`src/rtl/cipv_regs.vh`:
```
// Constants for the interrupt priority and vectoring block.
// Assumes inclusion by bare name from rtl/.
`ifndef CIPV_REGS_VH
`define CIPV_REGS_VH
`define CIPV_NSRC        17
`define CIPV_IDXW        5
`define CIPV_SWI_IDX     5'h00
`define CIPV_NONE_IDX    5'h1F
`define CIPV_VEC_SWI     16'hFFFC
`define CIPV_VEC_TOP     16'hFFFA
`define CIPV_VEC_STEP    16'h0002
`define CIPV_SP_RESET    8'hFF
`define CIPV_CCR_IMASK   3
`define CIPV_CCR_RESET   8'h08
`define CIPV_PC_ONE      16'h0001
`define CIPV_BYTE_ZERO   8'h00
`define CIPV_WORD_ZERO   16'h0000
`define CIPV_STK_BYTES   3'h5
`define CIPV_TMR_ZERO    16'h0000
`endif

```
`src/rtl/cipv_top.v`:
```
// Interrupt recognition, priority and vectoring for an 8-bit core.
// Assumes one bus clock; the core hands over its context and an
// instruction boundary strobe, and owns a byte-wide memory port.
`timescale 1ns/10ps
`include "cipv_regs.vh"

// What this block does
// Entry pushes the working registers; return pops them so the program resumes.
// Entry sets the global mask; a latched request is pre-empted only by the software interrupt.
// Pending requests are examined at each instruction end when mask clear.
// Lowest priority number wins; priority 0 is highest.
// A request pending at return completion is taken before the next instruction.
// High index register is never stacked; routines save it themselves.
// After saving context the PC loads from the source vector pair.
// Global mask gates every source except the software interrupt.
// Software interrupt is unmaskable priority 0 at the second-highest vector.
// Software interrupt stacks next address; hardware interrupts stack it minus one.
// Break comparator hit forces a software interrupt.
// Low external pin latches its flag; masked; priority 1.
// PLL lock change sets flag; enabled it requests priority 2.
// Timer 1 rollover after modulo match sets overflow; priority 5.
// Timer 1 channel 0 and 1 events request at priorities 3 and 4.
// Timer 2 rollover after modulo match sets overflow; priority 8.
// Timer 2 channel 0 and 1 events request at priorities 6 and 7.
// SPI receive-full sets on each byte received; priority 9.
// SPI transmit-empty sets on each byte moved to shifter; priority 10.
// Mode fault sets on slave select misuse; error enable requests receive slot.
// SPI overflow sets on unread byte overrun; error enable requests receive slot.
// Serial errors share 11, receive and idle 12, transmit 13.
// Keyboard 14, converter 15, timebase 16 at the lowest vector.
// Each maskable slot drives one pending indicator, shared vectors share one.
// An executing instruction is never aborted; service starts after it.
// Stack PC low, PC high, index low, accumulator, condition codes; reverse on return.
// Vectors are fetched high byte first from the lower address.
module cipv_top (
  // Clock and reset
  input  wire        I_CLK_SYS,
  input  wire        I_RST_N,
  // Core handshake
  input  wire        i_instr_done,
  input  wire        i_software_irq_instr,
  input  wire        i_return_from_irq_instr,
  input  wire        i_break_hit,
  input  wire [15:0] i_next_pc,
  input  wire [7:0]  i_index_low,
  input  wire [7:0]  i_accum,
  input  wire [7:0]  i_ccr,
  input  wire        i_ccr_load,
  // Memory port
  input  wire [7:0]  i_mem_rdata,
  // Source inputs
  input  wire        i_ext_request_pin,
  input  wire        i_ext_request_mask,
  input  wire        i_ext_request_ack,
  input  wire        i_pll_lock,
  input  wire        i_pll_change_enable,
  input  wire        i_pll_change_ack,
  input  wire [1:0]  i_tmr_count_zero,
  input  wire [1:0]  i_tmr_modulo_match,
  input  wire [1:0]  i_timer_overflow_enable,
  input  wire [1:0]  i_timer_overflow_ack,
  input  wire [3:0]  i_tmr_chan_event,
  input  wire [3:0]  i_timer_channel_enable,
  input  wire [3:0]  i_timer_channel_ack,
  input  wire        i_spi_rx_xfer,
  input  wire        i_spi_rx_read,
  input  wire        i_spi_rx_enable,
  input  wire        i_spi_tx_xfer,
  input  wire        i_spi_tx_ack,
  input  wire        i_spi_tx_enable,
  input  wire        i_spi_master,
  input  wire        i_spi_busy,
  input  wire        i_spi_ss,
  input  wire        i_spi_mode_fault_detect_en,
  input  wire        i_spi_error_enable,
  input  wire        i_spi_error_ack,
  input  wire [2:0]  i_sci_req,
  input  wire        i_keypad_req,
  input  wire        i_converter_req,
  input  wire        i_timebase_req,
  // Core outputs
  output reg         o_busy,
  output reg         o_pc_load,
  output reg  [15:0] o_pc,
  output reg  [7:0]  o_ccr,
  output reg  [7:0]  o_index_low,
  output reg  [7:0]  o_accum,
  output reg         o_ctx_restore,
  output reg         o_mem_we,
  output reg         o_mem_re,
  output reg  [15:0] o_mem_addr,
  output reg  [7:0]  o_mem_wdata,
  // Flags and indicators
  output reg  [16:1] o_pending_indicator_n,
  output reg         o_ext_request_flag,
  output reg         o_pll_change_flag,
  output reg  [1:0]  o_timer_overflow_flag,
  output reg  [3:0]  o_timer_channel_flag,
  output reg         o_spi_rx_full_flag,
  output reg         o_spi_tx_empty_flag,
  output reg         o_spi_mode_fault_flag,
  output reg         o_spi_overflow_flag
);

  localparam [6:0] ST_IDLE = 7'h01;
  localparam [6:0] ST_PUSH = 7'h02;
  localparam [6:0] ST_VECH = 7'h04;
  localparam [6:0] ST_VECL = 7'h08;
  localparam [6:0] ST_POP  = 7'h10;
  localparam [6:0] ST_POPW = 7'h20;
  localparam [6:0] ST_DONE = 7'h40;

  reg  [6:0]  state_q;
  reg  [2:0]  cnt_q;
  reg  [7:0]  sp_q;
  reg  [15:0] vec_q;
  reg  [15:0] ret_pc_q;
  reg         pll_lock_q;
  reg         ss_q;
  reg  [1:0]  tmr_armed_q;
  reg         swi_q;
  reg  [`CIPV_NSRC-1:0] req;
  reg  [`CIPV_IDXW-1:0] win;
  integer     k;

  // Lowest index wins
  function [`CIPV_IDXW-1:0] pick;
    input [`CIPV_NSRC-1:0] r;
    integer j;
    begin
      pick = `CIPV_NONE_IDX;
      for (j = `CIPV_NSRC - 1; j >= 0; j = j - 1) begin
        if (r[j]) begin
          pick = j[`CIPV_IDXW-1:0];
        end
      end
    end
  endfunction

  // Source flags; a set in the same cycle as an ack wins
  always @(posedge I_CLK_SYS or negedge I_RST_N) begin
    if (!I_RST_N) begin
      o_ext_request_flag    <= 1'b0;
      o_pll_change_flag     <= 1'b0;
      o_timer_overflow_flag <= 2'b00;
      o_timer_channel_flag  <= 4'h0;
      o_spi_rx_full_flag    <= 1'b0;
      o_spi_tx_empty_flag   <= 1'b0;
      o_spi_mode_fault_flag <= 1'b0;
      o_spi_overflow_flag   <= 1'b0;
      pll_lock_q            <= 1'b0;
      ss_q                  <= 1'b1;
      tmr_armed_q           <= 2'b00;
    end else begin
      pll_lock_q <= i_pll_lock;
      ss_q       <= i_spi_ss;
      o_ext_request_flag <= !i_ext_request_pin |
        (o_ext_request_flag & !i_ext_request_ack);
      o_pll_change_flag <= (i_pll_lock ^ pll_lock_q) |
        (o_pll_change_flag & !i_pll_change_ack);
      for (k = 0; k < 2; k = k + 1) begin
        // Rollover counts only after a modulo match
        if (i_tmr_modulo_match[k]) begin
          tmr_armed_q[k] <= 1'b1;
        end else if (i_tmr_count_zero[k]) begin
          tmr_armed_q[k] <= 1'b0;
        end
        o_timer_overflow_flag[k] <=
          (i_tmr_count_zero[k] & tmr_armed_q[k]) |
          (o_timer_overflow_flag[k] & !i_timer_overflow_ack[k]);
      end
      o_timer_channel_flag <= i_tmr_chan_event |
        (o_timer_channel_flag & ~i_timer_channel_ack);
      o_spi_rx_full_flag <= i_spi_rx_xfer |
        (o_spi_rx_full_flag & !i_spi_rx_read);
      o_spi_tx_empty_flag <= i_spi_tx_xfer |
        (o_spi_tx_empty_flag & !i_spi_tx_ack);
      o_spi_overflow_flag <= (i_spi_rx_xfer & o_spi_rx_full_flag &
        !i_spi_rx_read) |
        (o_spi_overflow_flag & !i_spi_error_ack);
      o_spi_mode_fault_flag <= (i_spi_mode_fault_detect_en &
        ((!i_spi_master & i_spi_busy & i_spi_ss & !ss_q) |
         (i_spi_master & !i_spi_ss))) |
        (o_spi_mode_fault_flag & !i_spi_error_ack);
    end
  end

  // Request vector, index equals priority
  always @* begin
    req     = {`CIPV_NSRC{1'b0}};
    req[0]  = i_software_irq_instr | i_break_hit;
    req[1]  = o_ext_request_flag & !i_ext_request_mask;
    req[2]  = o_pll_change_flag & i_pll_change_enable;
    req[3]  = o_timer_channel_flag[0] & i_timer_channel_enable[0];
    req[4]  = o_timer_channel_flag[1] & i_timer_channel_enable[1];
    req[5]  = o_timer_overflow_flag[0] & i_timer_overflow_enable[0];
    req[6]  = o_timer_channel_flag[2] & i_timer_channel_enable[2];
    req[7]  = o_timer_channel_flag[3] & i_timer_channel_enable[3];
    req[8]  = o_timer_overflow_flag[1] & i_timer_overflow_enable[1];
    req[9]  = (o_spi_rx_full_flag & i_spi_rx_enable) |
      ((o_spi_overflow_flag | o_spi_mode_fault_flag) &
       i_spi_error_enable);
    req[10] = o_spi_tx_empty_flag & i_spi_tx_enable;
    req[13:11] = i_sci_req;
    req[14] = i_keypad_req;
    req[15] = i_converter_req;
    req[16] = i_timebase_req;
    // Hardware slots gated by the global mask
    if (o_ccr[`CIPV_CCR_IMASK]) begin
      req[`CIPV_NSRC-1:1] = {(`CIPV_NSRC-1){1'b0}};
    end
    win = pick(req);
  end

  always @(posedge I_CLK_SYS or negedge I_RST_N) begin
    if (!I_RST_N) begin
      o_pending_indicator_n <= 16'h0000;
    end else begin
      o_pending_indicator_n <= {i_timebase_req, i_converter_req,
        i_keypad_req, i_sci_req,
        o_spi_tx_empty_flag & i_spi_tx_enable,
        (o_spi_rx_full_flag & i_spi_rx_enable) |
        ((o_spi_overflow_flag | o_spi_mode_fault_flag) &
         i_spi_error_enable),
        o_timer_overflow_flag[1] & i_timer_overflow_enable[1],
        o_timer_channel_flag[3:2] & i_timer_channel_enable[3:2],
        o_timer_overflow_flag[0] & i_timer_overflow_enable[0],
        o_timer_channel_flag[1:0] & i_timer_channel_enable[1:0],
        o_pll_change_flag & i_pll_change_enable,
        o_ext_request_flag & !i_ext_request_mask};
    end
  end

  // Entry and return sequencer
  always @(posedge I_CLK_SYS or negedge I_RST_N) begin
    if (!I_RST_N) begin
      state_q       <= ST_IDLE;
      cnt_q         <= 3'h0;
      sp_q          <= `CIPV_SP_RESET;
      vec_q         <= `CIPV_WORD_ZERO;
      ret_pc_q      <= `CIPV_WORD_ZERO;
      swi_q         <= 1'b0;
      o_busy        <= 1'b0;
      o_pc_load     <= 1'b0;
      o_pc          <= `CIPV_WORD_ZERO;
      o_ccr         <= `CIPV_CCR_RESET;
      o_index_low   <= `CIPV_BYTE_ZERO;
      o_accum       <= `CIPV_BYTE_ZERO;
      o_ctx_restore <= 1'b0;
      o_mem_we      <= 1'b0;
      o_mem_re      <= 1'b0;
      o_mem_addr    <= `CIPV_WORD_ZERO;
      o_mem_wdata   <= `CIPV_BYTE_ZERO;
    end else begin
      o_pc_load     <= 1'b0;
      o_ctx_restore <= 1'b0;
      o_mem_we      <= 1'b0;
      o_mem_re      <= 1'b0;
      if (i_ccr_load && state_q == ST_IDLE) begin
        o_ccr <= i_ccr;
      end
      case (state_q)
        ST_IDLE: begin
          // Only at an instruction end, never mid-instruction
          if (i_instr_done && win != `CIPV_NONE_IDX) begin
            o_busy   <= 1'b1;
            swi_q    <= (win == `CIPV_SWI_IDX);
            vec_q    <= (win == `CIPV_SWI_IDX) ? `CIPV_VEC_SWI :
              `CIPV_VEC_TOP - `CIPV_VEC_STEP *
              {11'h000, win - 5'h01};
            ret_pc_q <= (win == `CIPV_SWI_IDX) ? i_next_pc :
              i_next_pc - `CIPV_PC_ONE;
            o_ccr    <= i_ccr;
            o_index_low <= i_index_low;
            o_accum  <= i_accum;
            cnt_q    <= 3'h0;
            state_q  <= ST_PUSH;
          end else if (i_return_from_irq_instr) begin
            o_busy   <= 1'b1;
            cnt_q    <= 3'h0;
            state_q  <= ST_POP;
          end else begin
            o_busy   <= 1'b0;
          end
        end
        ST_PUSH: begin
          // High index register deliberately left off the stack
          o_mem_we   <= 1'b1;
          o_mem_addr <= {8'h00, sp_q};
          sp_q       <= sp_q - 8'h01;
          cnt_q      <= cnt_q + 3'h1;
          case (cnt_q)
            3'h0: o_mem_wdata <= ret_pc_q[7:0];
            3'h1: o_mem_wdata <= ret_pc_q[15:8];
            3'h2: o_mem_wdata <= o_index_low;
            3'h3: o_mem_wdata <= o_accum;
            default: o_mem_wdata <= o_ccr;
          endcase
          if (cnt_q == `CIPV_STK_BYTES - 3'h1) begin
            o_ccr[`CIPV_CCR_IMASK] <= 1'b1;
            o_mem_re   <= 1'b1;
            state_q    <= ST_VECH;
          end
        end
        ST_VECH: begin
          o_mem_re   <= 1'b1;
          o_mem_addr <= vec_q;
          cnt_q      <= 3'h0;
          state_q    <= ST_VECL;
        end
        ST_VECL: begin
          cnt_q <= cnt_q + 3'h1;
          if (cnt_q == 3'h0) begin
            o_mem_re   <= 1'b1;
            o_mem_addr <= vec_q + `CIPV_PC_ONE;
          end else if (cnt_q == 3'h1) begin
            o_pc[15:8] <= i_mem_rdata;
          end else begin
            o_pc[7:0]  <= i_mem_rdata;
            o_pc_load  <= 1'b1;
            state_q    <= ST_DONE;
          end
        end
        ST_POP: begin
          // Reverse of the push order
          o_mem_re   <= 1'b1;
          o_mem_addr <= {8'h00, sp_q + 8'h01};
          sp_q       <= sp_q + 8'h01;
          state_q    <= ST_POPW;
        end
        ST_POPW: begin
          if (o_mem_re == 1'b0) begin
            cnt_q <= cnt_q + 3'h1;
            case (cnt_q)
              3'h0: o_ccr <= i_mem_rdata;
              3'h1: o_accum <= i_mem_rdata;
              3'h2: o_index_low <= i_mem_rdata;
              3'h3: o_pc[15:8] <= i_mem_rdata;
              default: o_pc[7:0] <= i_mem_rdata;
            endcase
            if (cnt_q == `CIPV_STK_BYTES - 3'h1) begin
              o_ctx_restore <= 1'b1;
              o_pc_load     <= 1'b1;
              state_q       <= ST_DONE;
            end else begin
              state_q       <= ST_POP;
            end
          end
        end
        default: begin
          // Back to idle; a request still pending is taken at the
          // next boundary before the resumed instruction runs
          o_busy  <= 1'b0;
          swi_q   <= 1'b0;
          state_q <= ST_IDLE;
        end
      endcase
    end
  end

endmodule

```
`config.mk`:
```
export PLATFORM = sky130hd
export DESIGN_NAME = cipv_top
export DESIGN_NICKNAME = d
export VERILOG_FILES = /design/src/rtl/cipv_top.v
export VERILOG_INCLUDE_DIRS = /design/src /design/src/rtl
export SDC_FILE = /design/constraint.sdc
export NUM_CORES = 1
export LEC_CHECK = 0
export ABC_AREA = 0
export BUFFER_PORTS_ARGS = -buffer_cell sky130_fd_sc_hd__buf_2
export CAP_MARGIN = 40
export CORE_MARGIN = 4
export CORE_UTILIZATION = 52
export DETAILED_ROUTE_END_ITERATION = 10
export PLACE_DENSITY_LB_ADDON = 0.05
export RECOVER_POWER = 25
export SLEW_MARGIN = 10
export SYNTH_ARGS = -nofsm -noshare
export SYNTH_HDL_FRONTEND = slang
export SYNTH_SLANG_ARGS = --single-unit
```
`constraint.sdc`:
```
create_clock -name I_CLK_SYS -period 3.2 [get_ports I_CLK_SYS]
set_input_delay 0.32 -clock I_CLK_SYS [delete_from_list [all_inputs] [get_ports I_CLK_SYS]]
set_output_delay 0.32 -clock I_CLK_SYS [all_outputs]
set_load 0.03 [all_outputs]
```
# Yosys cells after proc, flatten, opt, wreduce, memory -nomap -nowiden
# Cells that the tools add are included.
[op_classes]
add_sub_neg = 7
eq_ne = 23
mux = 74
bitwise_logic = 46
n_reduce_logical = 35
[op_table]
columns = ["operator", "count"]
rows = [
  ["8-bit 2-to-1 mux", 13],
  ["16-bit 2-to-1 mux", 6],
  ["5-bit 2-to-1 mux", 16],
  ["16-bit case mux with 4 select lines", 1],
  ["7-bit 2-to-1 mux", 7],
  ["8-bit case mux with 2 select lines", 3],
  ["7-bit case mux with 6 select lines", 1],
  ["16-bit case mux with 2 select lines", 1],
  ["8-bit case mux with 4 select lines", 1],
  ["1-bit AND", 28],
  ["16-bit by 1-bit adder with 16-bit output, second input constant", 1],
  ["2-bit != test, second input constant", 8],
  ["16-bit by 1-bit subtractor with 16-bit output, second input constant", 1],
  ["5-bit AND reduction", 3],
  ["1-bit 2-to-1 mux", 14],
  ["1-bit zero test", 12],
  ["1-bit OR", 12],
  ["3-bit case mux with 4 select lines", 1],
  ["2-bit nonzero test", 5],
  ["3-bit 2-to-1 mux", 3],
  ["8-bit by 1-bit adder with 8-bit output, second input constant", 1],
  ["4-bit case mux with 2 select lines", 1],
  ["4-bit AND reduction", 2],
  ["4-bit nonzero test", 2],
  ["33 further kinds", 42],
]
[totals]
ff_bits = 151
in_bits = 99
out_inout_bits = 97
word_cells = 215

# Depth between registers and ports, before layout
[logic_depth]
word_depth = 25
depth_mapped = 15
depth_no_buf = 13

# Worst setup path after synthesis
# No wires, ideal clock.
[synth_timing]
kind = "reg-to-reg"
from = "reg o_ccr[3]"
to = "reg cnt_q[0]"
arrival_time_ns = 2.884
t_required_ns = 3.075
slack_ns = 0.192
stages_incl_launch_ff = 13
path_buffers = 1
synth_period_minus_slack_ns = 3.008
cell_sequence = "dfstp_2 clkbuf_1 o31ai_1 a21o_1 a31o_2 inv_1 ha_1 o21ai_0 o41a_1 nor3_1 a21oi_1 o41ai_2 mux2_2"
[synth_via]
elab_chain_len = 22
word_cells_on_any_way = 24
classes_between = "eq/ne (2); mux (20); reduce/logical (2)"
[synth_rtl]
columns = ["item", "line", "rtl"]
rows = [
  ["start: declaration", "cipv_top.v:85", "output reg [7:0] o_ccr,"],
  ["start signal: assignment", "cipv_top.v:246", "o_ccr <= `CIPV_CCR_RESET;"],
  ["start signal: assignment", "cipv_top.v:260", "o_ccr <= i_ccr;"],
  ["start signal: assignment", "cipv_top.v:273", "o_ccr <= i_ccr;"],
  ["16-bit 2-to-1 mux (*)", "cipv_top.v:209", "if (o_ccr[`CIPV_CCR_IMASK]) begin"],
  ["4-bit 2-to-1 mux", "cipv_top.v:133", "if (r[j]) begin"],
  ["5-bit 2-to-1 mux (14 in a row)", "cipv_top.v:133", ""],
  ["5-bit 2-to-1 mux (*) (2 in a row)", "cipv_top.v:133", ""],
  ["5-bit != test (no source line) (*)", "-", ""],
  ["1-bit logical AND (no source line) (*)", "-", ""],
  ["3-bit 2-to-1 mux / 3-bit by 2-bit != test with 1-bit output (equally long branches)", "-", ""],
  ["3-bit case mux with 4 select lines / 3-bit AND reduction (equally long branches)", "-", ""],
  ["end signal: assignment", "cipv_top.v:291", "cnt_q <= cnt_q + 3'h1;"],
  ["end signal: assignment", "cipv_top.v:312", "cnt_q <= cnt_q + 3'h1;"],
  ["end signal: assignment", "cipv_top.v:333", "cnt_q <= cnt_q + 3'h1;"],
  ["end: declaration", "cipv_top.v:114", "reg [2:0] cnt_q;"],
]
# Every way passes the cells marked *; elsewhere a longest branch is shown, timed or not.
# A chain may end at the register's enable or synchronous reset.

# Worst setup path after layout
[layout_timing]
from = "reg o_spi_mode_fault_flag"
to = "reg cnt_q[2]"
[layout_via]
elab_chain_len = 18
word_cells_on_any_way = 20
classes_between = "eq/ne (2); mux (13); bitwise (3); reduce/logical (2)"
[layout_rtl]
columns = ["item", "line", "rtl"]
rows = [
  ["start: declaration", "cipv_top.v:101", "output reg o_spi_mode_fault_flag,"],
  ["start signal: assignment", "cipv_top.v:181", "o_spi_mode_fault_flag <= (i_spi_mode_fault_detect_en &"],
  ["1-bit OR (*)", "cipv_top.v:201", "((o_spi_overflow_flag | o_spi_mode_fault_flag) &"],
  ["1-bit AND (*)", "cipv_top.v:201", ""],
  ["1-bit OR (*)", "cipv_top.v:200", "req[9] = (o_spi_rx_full_flag & i_spi_rx_enable) |"],
  ["16-bit 2-to-1 mux (*)", "cipv_top.v:209", ""],
  ["5-bit 2-to-1 mux (*) (10 in a row)", "cipv_top.v:133", ""],
  ["5-bit != test (no source line) (*)", "-", ""],
  ["1-bit logical AND (no source line) (*)", "-", ""],
  ["3-bit 2-to-1 mux / 3-bit by 2-bit != test with 1-bit output (equally long branches)", "-", ""],
  ["3-bit case mux with 4 select lines / 3-bit AND reduction (equally long branches)", "-", ""],
]
# Marks and branches as above.

==> flow_summary_export.csv <==
group,metric,value,unit
power_and_ir_drop,comb_power_share,37.0,%
route,drc,0,
route,wl,18200,um
route,post_drt_wl_per_cell,17.0,um
setup_path,crit_fanout,6,
synth,avgSynthCellArea,9.63,um2
synth,synth-simple-area-share,17.4,%
final_layout,fin_area,8480,um2
route,drt_first_iter_violations,521,
route,via_per_inst,5.56,
route,dr.pass1.iters,6,
clocking,postCtsSetupRepairBufs,0,
floorplan,die_h,121,um
setup_path,crit_chain,"o21ai_1 -> nand2_1 -> a211o_1 -> a21oi_1 -> o31ai_1 -> inv_1 -> ha_1 -> o21ai_0 -> o41a_1 -> nor3_2 -> a21oi_1 -> o41ai_2 -> mux2_2",
route,vias,5965,
power_and_ir_drop,p_sw_share,39.3,%
final_layout,area_growth_syn_to_layout,26.9,%
power_and_ir_drop,power_density,895,nW/um2
floorplan,fp.coreArea,12600,um2
timing,rsz0062_at_grt,"false",
setup_path,critPathCaptureType,"flip-flop",
synth,synthFlopType,"dfrtp_1",
power_and_ir_drop,p_seq_share,35.7,%
placement,hpwl,13800,um
synth,syn_inst,694,
clocking,cts-htree-levels,4,
placement,gp_congestion,0.907,
timing,period_share,92.2,%
floorplan,boundaryPins,196,
global_routing,antenna_found_initial,1,
power_and_ir_drop,clkPwrFrac,27.3,%
global_routing,grt_max_degree,84,
clocking,worstSkewPairLatency,0.42,ns
timing,worst_pin_slew,2.07,ns
setup_path,worst_path_most_repeated_cell,"a21oi_1",
min_path,hold_path_class,"primary input to flip-flop",
synth,synthAdderAreaFrac,2.25,%
clocking,clkTransAtPathRegs,0.05,ns
synth,synth.area.top_cells,"dfrtp_1 (46%), nand2_1 (5.5%), dfstp_2 (4.3%)",
clocking,cts_sinks,135,
synth,synth-compound-area-share,18.3,%
final_layout,fillCellCount,1094,
synth,synthMuxAreaShare,3.33,%
clocking,cts_max_path_buffers,2,
synth,synth_top_family_by_area,"compound AO/OA/AOI/OAI gates",
setup_path,crit_type,"flip-flop to flip-flop",
setup_path,max_stage_delay,0.52,ns
timing,fin_crit,2.95,ns
route,ant_nets,0,
synth,yosysTopAreaCell,"dfrtp_1",
synth,ys_ff_latch,135,
global_routing,grt_pass1_vias,5960,
floorplan,die_area,14700,um2
floorplan,initial_core_util,52.9,%
power_and_ir_drop,peakVddDrop,0.000348,V
final_layout,drive_gt1_share,31.4,%
synth,async_reset_ff_share,100,%
min_path,hold_path_startpoint,"i_spi_ss",
placement,postPlaceCellArea,7830,um2
floorplan,num_rows,41,
final_layout,multi_input_area,3020,um2
setup_path,cp.required,3.50,ns
synth,synth-edff-count,0,
status,violations,"max-capacitance violations, max-slew violations",
job,max_cap_viol_count,1,
synth,synth_nets,805,
timing,slew_headroom,-38.0,%
clocking,cts_tree,"done",
final_layout,regArea,3390,um2
timing,max_freq,339,MHz
power_and_ir_drop,total_power,7.59,mW
clocking,cts_buffers,17,
synth,synth_xor_area_share,3.41,%
synth,synth_common_cells,"dfrtp_1 (124), nand2_1 (97), nor2_1 (62)",
setup_path,worstPathArrival,3.25,ns
global_routing,grt_pass1_wl,30100,um
placement,pre_cts_slack,-0.000387,ns
synth,synth.most_common_cell,"dfrtp_1",
timing,final.setup.worst_slack,0.250,ns
placement,numPortBuffers,195,
floorplan,die_w,121,um
power_and_ir_drop,leakage,4.17,nW
global_routing,gr-usage-all-layers,25.8,%
synth,yosys.cell_types.count,66,
synth,syn_area,6680,um2
global_routing,grt_overflow_total,0,
synth,ys.warnings.count,0,
setup_path,cp_top_family,"compound AO/OA/AOI/OAI gates",
power_and_ir_drop,p_switching,2.98,mW
setup_path,reg2reg_from,"o_spi_mode_fault_flag$_DFF_PN0_",
timing,slew_violations,83,
timing,finalHoldViolCount,0,
power_and_ir_drop,intPower,4.61,mW
setup_path,crit_path_start_kind,"flip-flop",
status,status,"finished with violations",
clocking,ctsRootBufferMaster,"clkbuf_16",
synth,seq_area_frac_synth,50.8,%
timing,skew,0.00627,ns
synth,synth_top_area_share,46.5,%
timing,tns,0,ns
setup_path,worstSetupStartpoint,"o_spi_mode_fault_flag$_DFF_PN0_",
setup_path,crit_buf_inv,1,
timing,finalSetupViolCount,0,
setup_path,cpMaxStageDelayCell,"o41a_1",
final_layout,nNetsFinal,998,
## worst register-to-register path: stages (launching register included)
cell     delay [ns]
dfrtp_1        0.39
o21ai_1        0.18
nand2_1        0.11
a211o_1        0.27
a21oi_1        0.16
o31ai_1        0.13
inv_1          0.08
ha_1           0.13
o21ai_0        0.07
o41a_1         0.52
nor3_2         0.18
a21oi_1        0.09
o41ai_2        0.12
mux2_2         0.40
## placed cells by master (no fill, tap or decap), drive strengths merged, types with 3 or more instances in the layout
master	n
or2	3
dfstp	11
a31oi	20
xnor2	13
nand3	4
and3	4
nand2b	9
a2111oi	3
ha	12
buf	199
clkbuf	29
nand3b	5
inv	35
clkinv	7
a21o	9
nand2	99
bufinv	5
nor4	6
a221oi	5
or3	6
nor2b	6
mux2	18
a21oi	50
nor2	64
xor2	13
and2	7
nor3	13
o21ai	50
dfrtp	124
o31ai	5
or4	3
a22oi	25
nor3b	6
## per-layer routing
metal  wire length (um)  track usage (%)  share of wire (%)  up-vias
met5                  0                0                  0        -
met4                378             8.89                2.1        0
met3               1610             6.53                8.8       32
met2               8620             39.9                 47      279
met1               7630             35.5                 42     2830
li1                   -                -                  -     2824
## final timing paths
check | slack (ns) | endpoint | depth (start not counted)
setup / recovery | 0.25 | cnt_q[2]$_DFFE_PN0P_ | 13
hold / removal | 0.01 | ss_q$_DFF_PN1_ | 1
setup reg to reg | 0.25 | cnt_q[2]$_DFFE_PN0P_ | 13
hold reg to reg | 0.48 | tmr_armed_q[0]$_DFFE_PN0P_ | 1
max in group asynchronous | 0.93 | o_index_low[5]$_DFFE_PN0P_ | 2
min in group asynchronous | 1.05 | o_mem_addr[3]$_DFFE_PN0P_ | 2
## registers in the layout, summed over array words and instances (netlist names), 2 cells and up
name and flops:
cnt_q 3, o_accum 8, o_ccr 8, o_index_low 8
o_mem_addr 9, o_mem_wdata 8, o_pc 16, o_pending_indicator_n 16
o_timer_channel_flag 4, o_timer_overflow_flag 2, ret_pc_q 16, sp_q 8
state_q 7, tmr_armed_q 2, vec_q 7
## area by class of cell
type	instances	area share [%]
flip-flops and latches	135	40.0
multi-input cells	488	35.6
repair buffers	209	13.0
clock buffers	20	5.15
well taps	172	2.54
clock inverters	11	2.13
inverters	36	1.59
diodes	1	0.0295
## power by group through the flow
stage / Sequential [mW] / Combinational, mW / Clock, mW
after global placement: 2.70 / 2.71 / 0
after detailed placement: 2.72 / 2.78 / 0
after global routing: 2.78 / 3.10 / 2.17
after CTS: 2.70 / 2.80 / 2.10
after floorplan: 3.12 / 1.46 / 0
final: 2.71 / 2.81 / 2.07
## stage by stage
stage	instances	hold slack, ns	util (%)
final	1072	0.0108	67.2
after global routing	1072	0.0178	67.2
after CTS	1071	0.00851	67.0
after detailed placement	1039	0.424	62.0
after global placement	1039	0.414	62.0
after floorplan	694	0.0244	-
## cells by family (layout without fill, tap and decap cells)
kind of cell               Yosys count  after routing
AOI/OAI and AO/OA                  190            190
xor gates and xnor gates            26             26
adders and majority gates           12             12
buffers and inverters               71            276
DFF                                135            135
muxes                               20             20
other                                0              1
and+or+nand+nor                    240            240
## what timing repair did
item / CTS / global route
resized for setup: 0 / 7
endpoints found under the setup margin: 0 / 44
hold buffers: 1 / 0
hold endpoints to repair: 48 / 0
No activity file was read; power rests on OpenSTA's default activity.
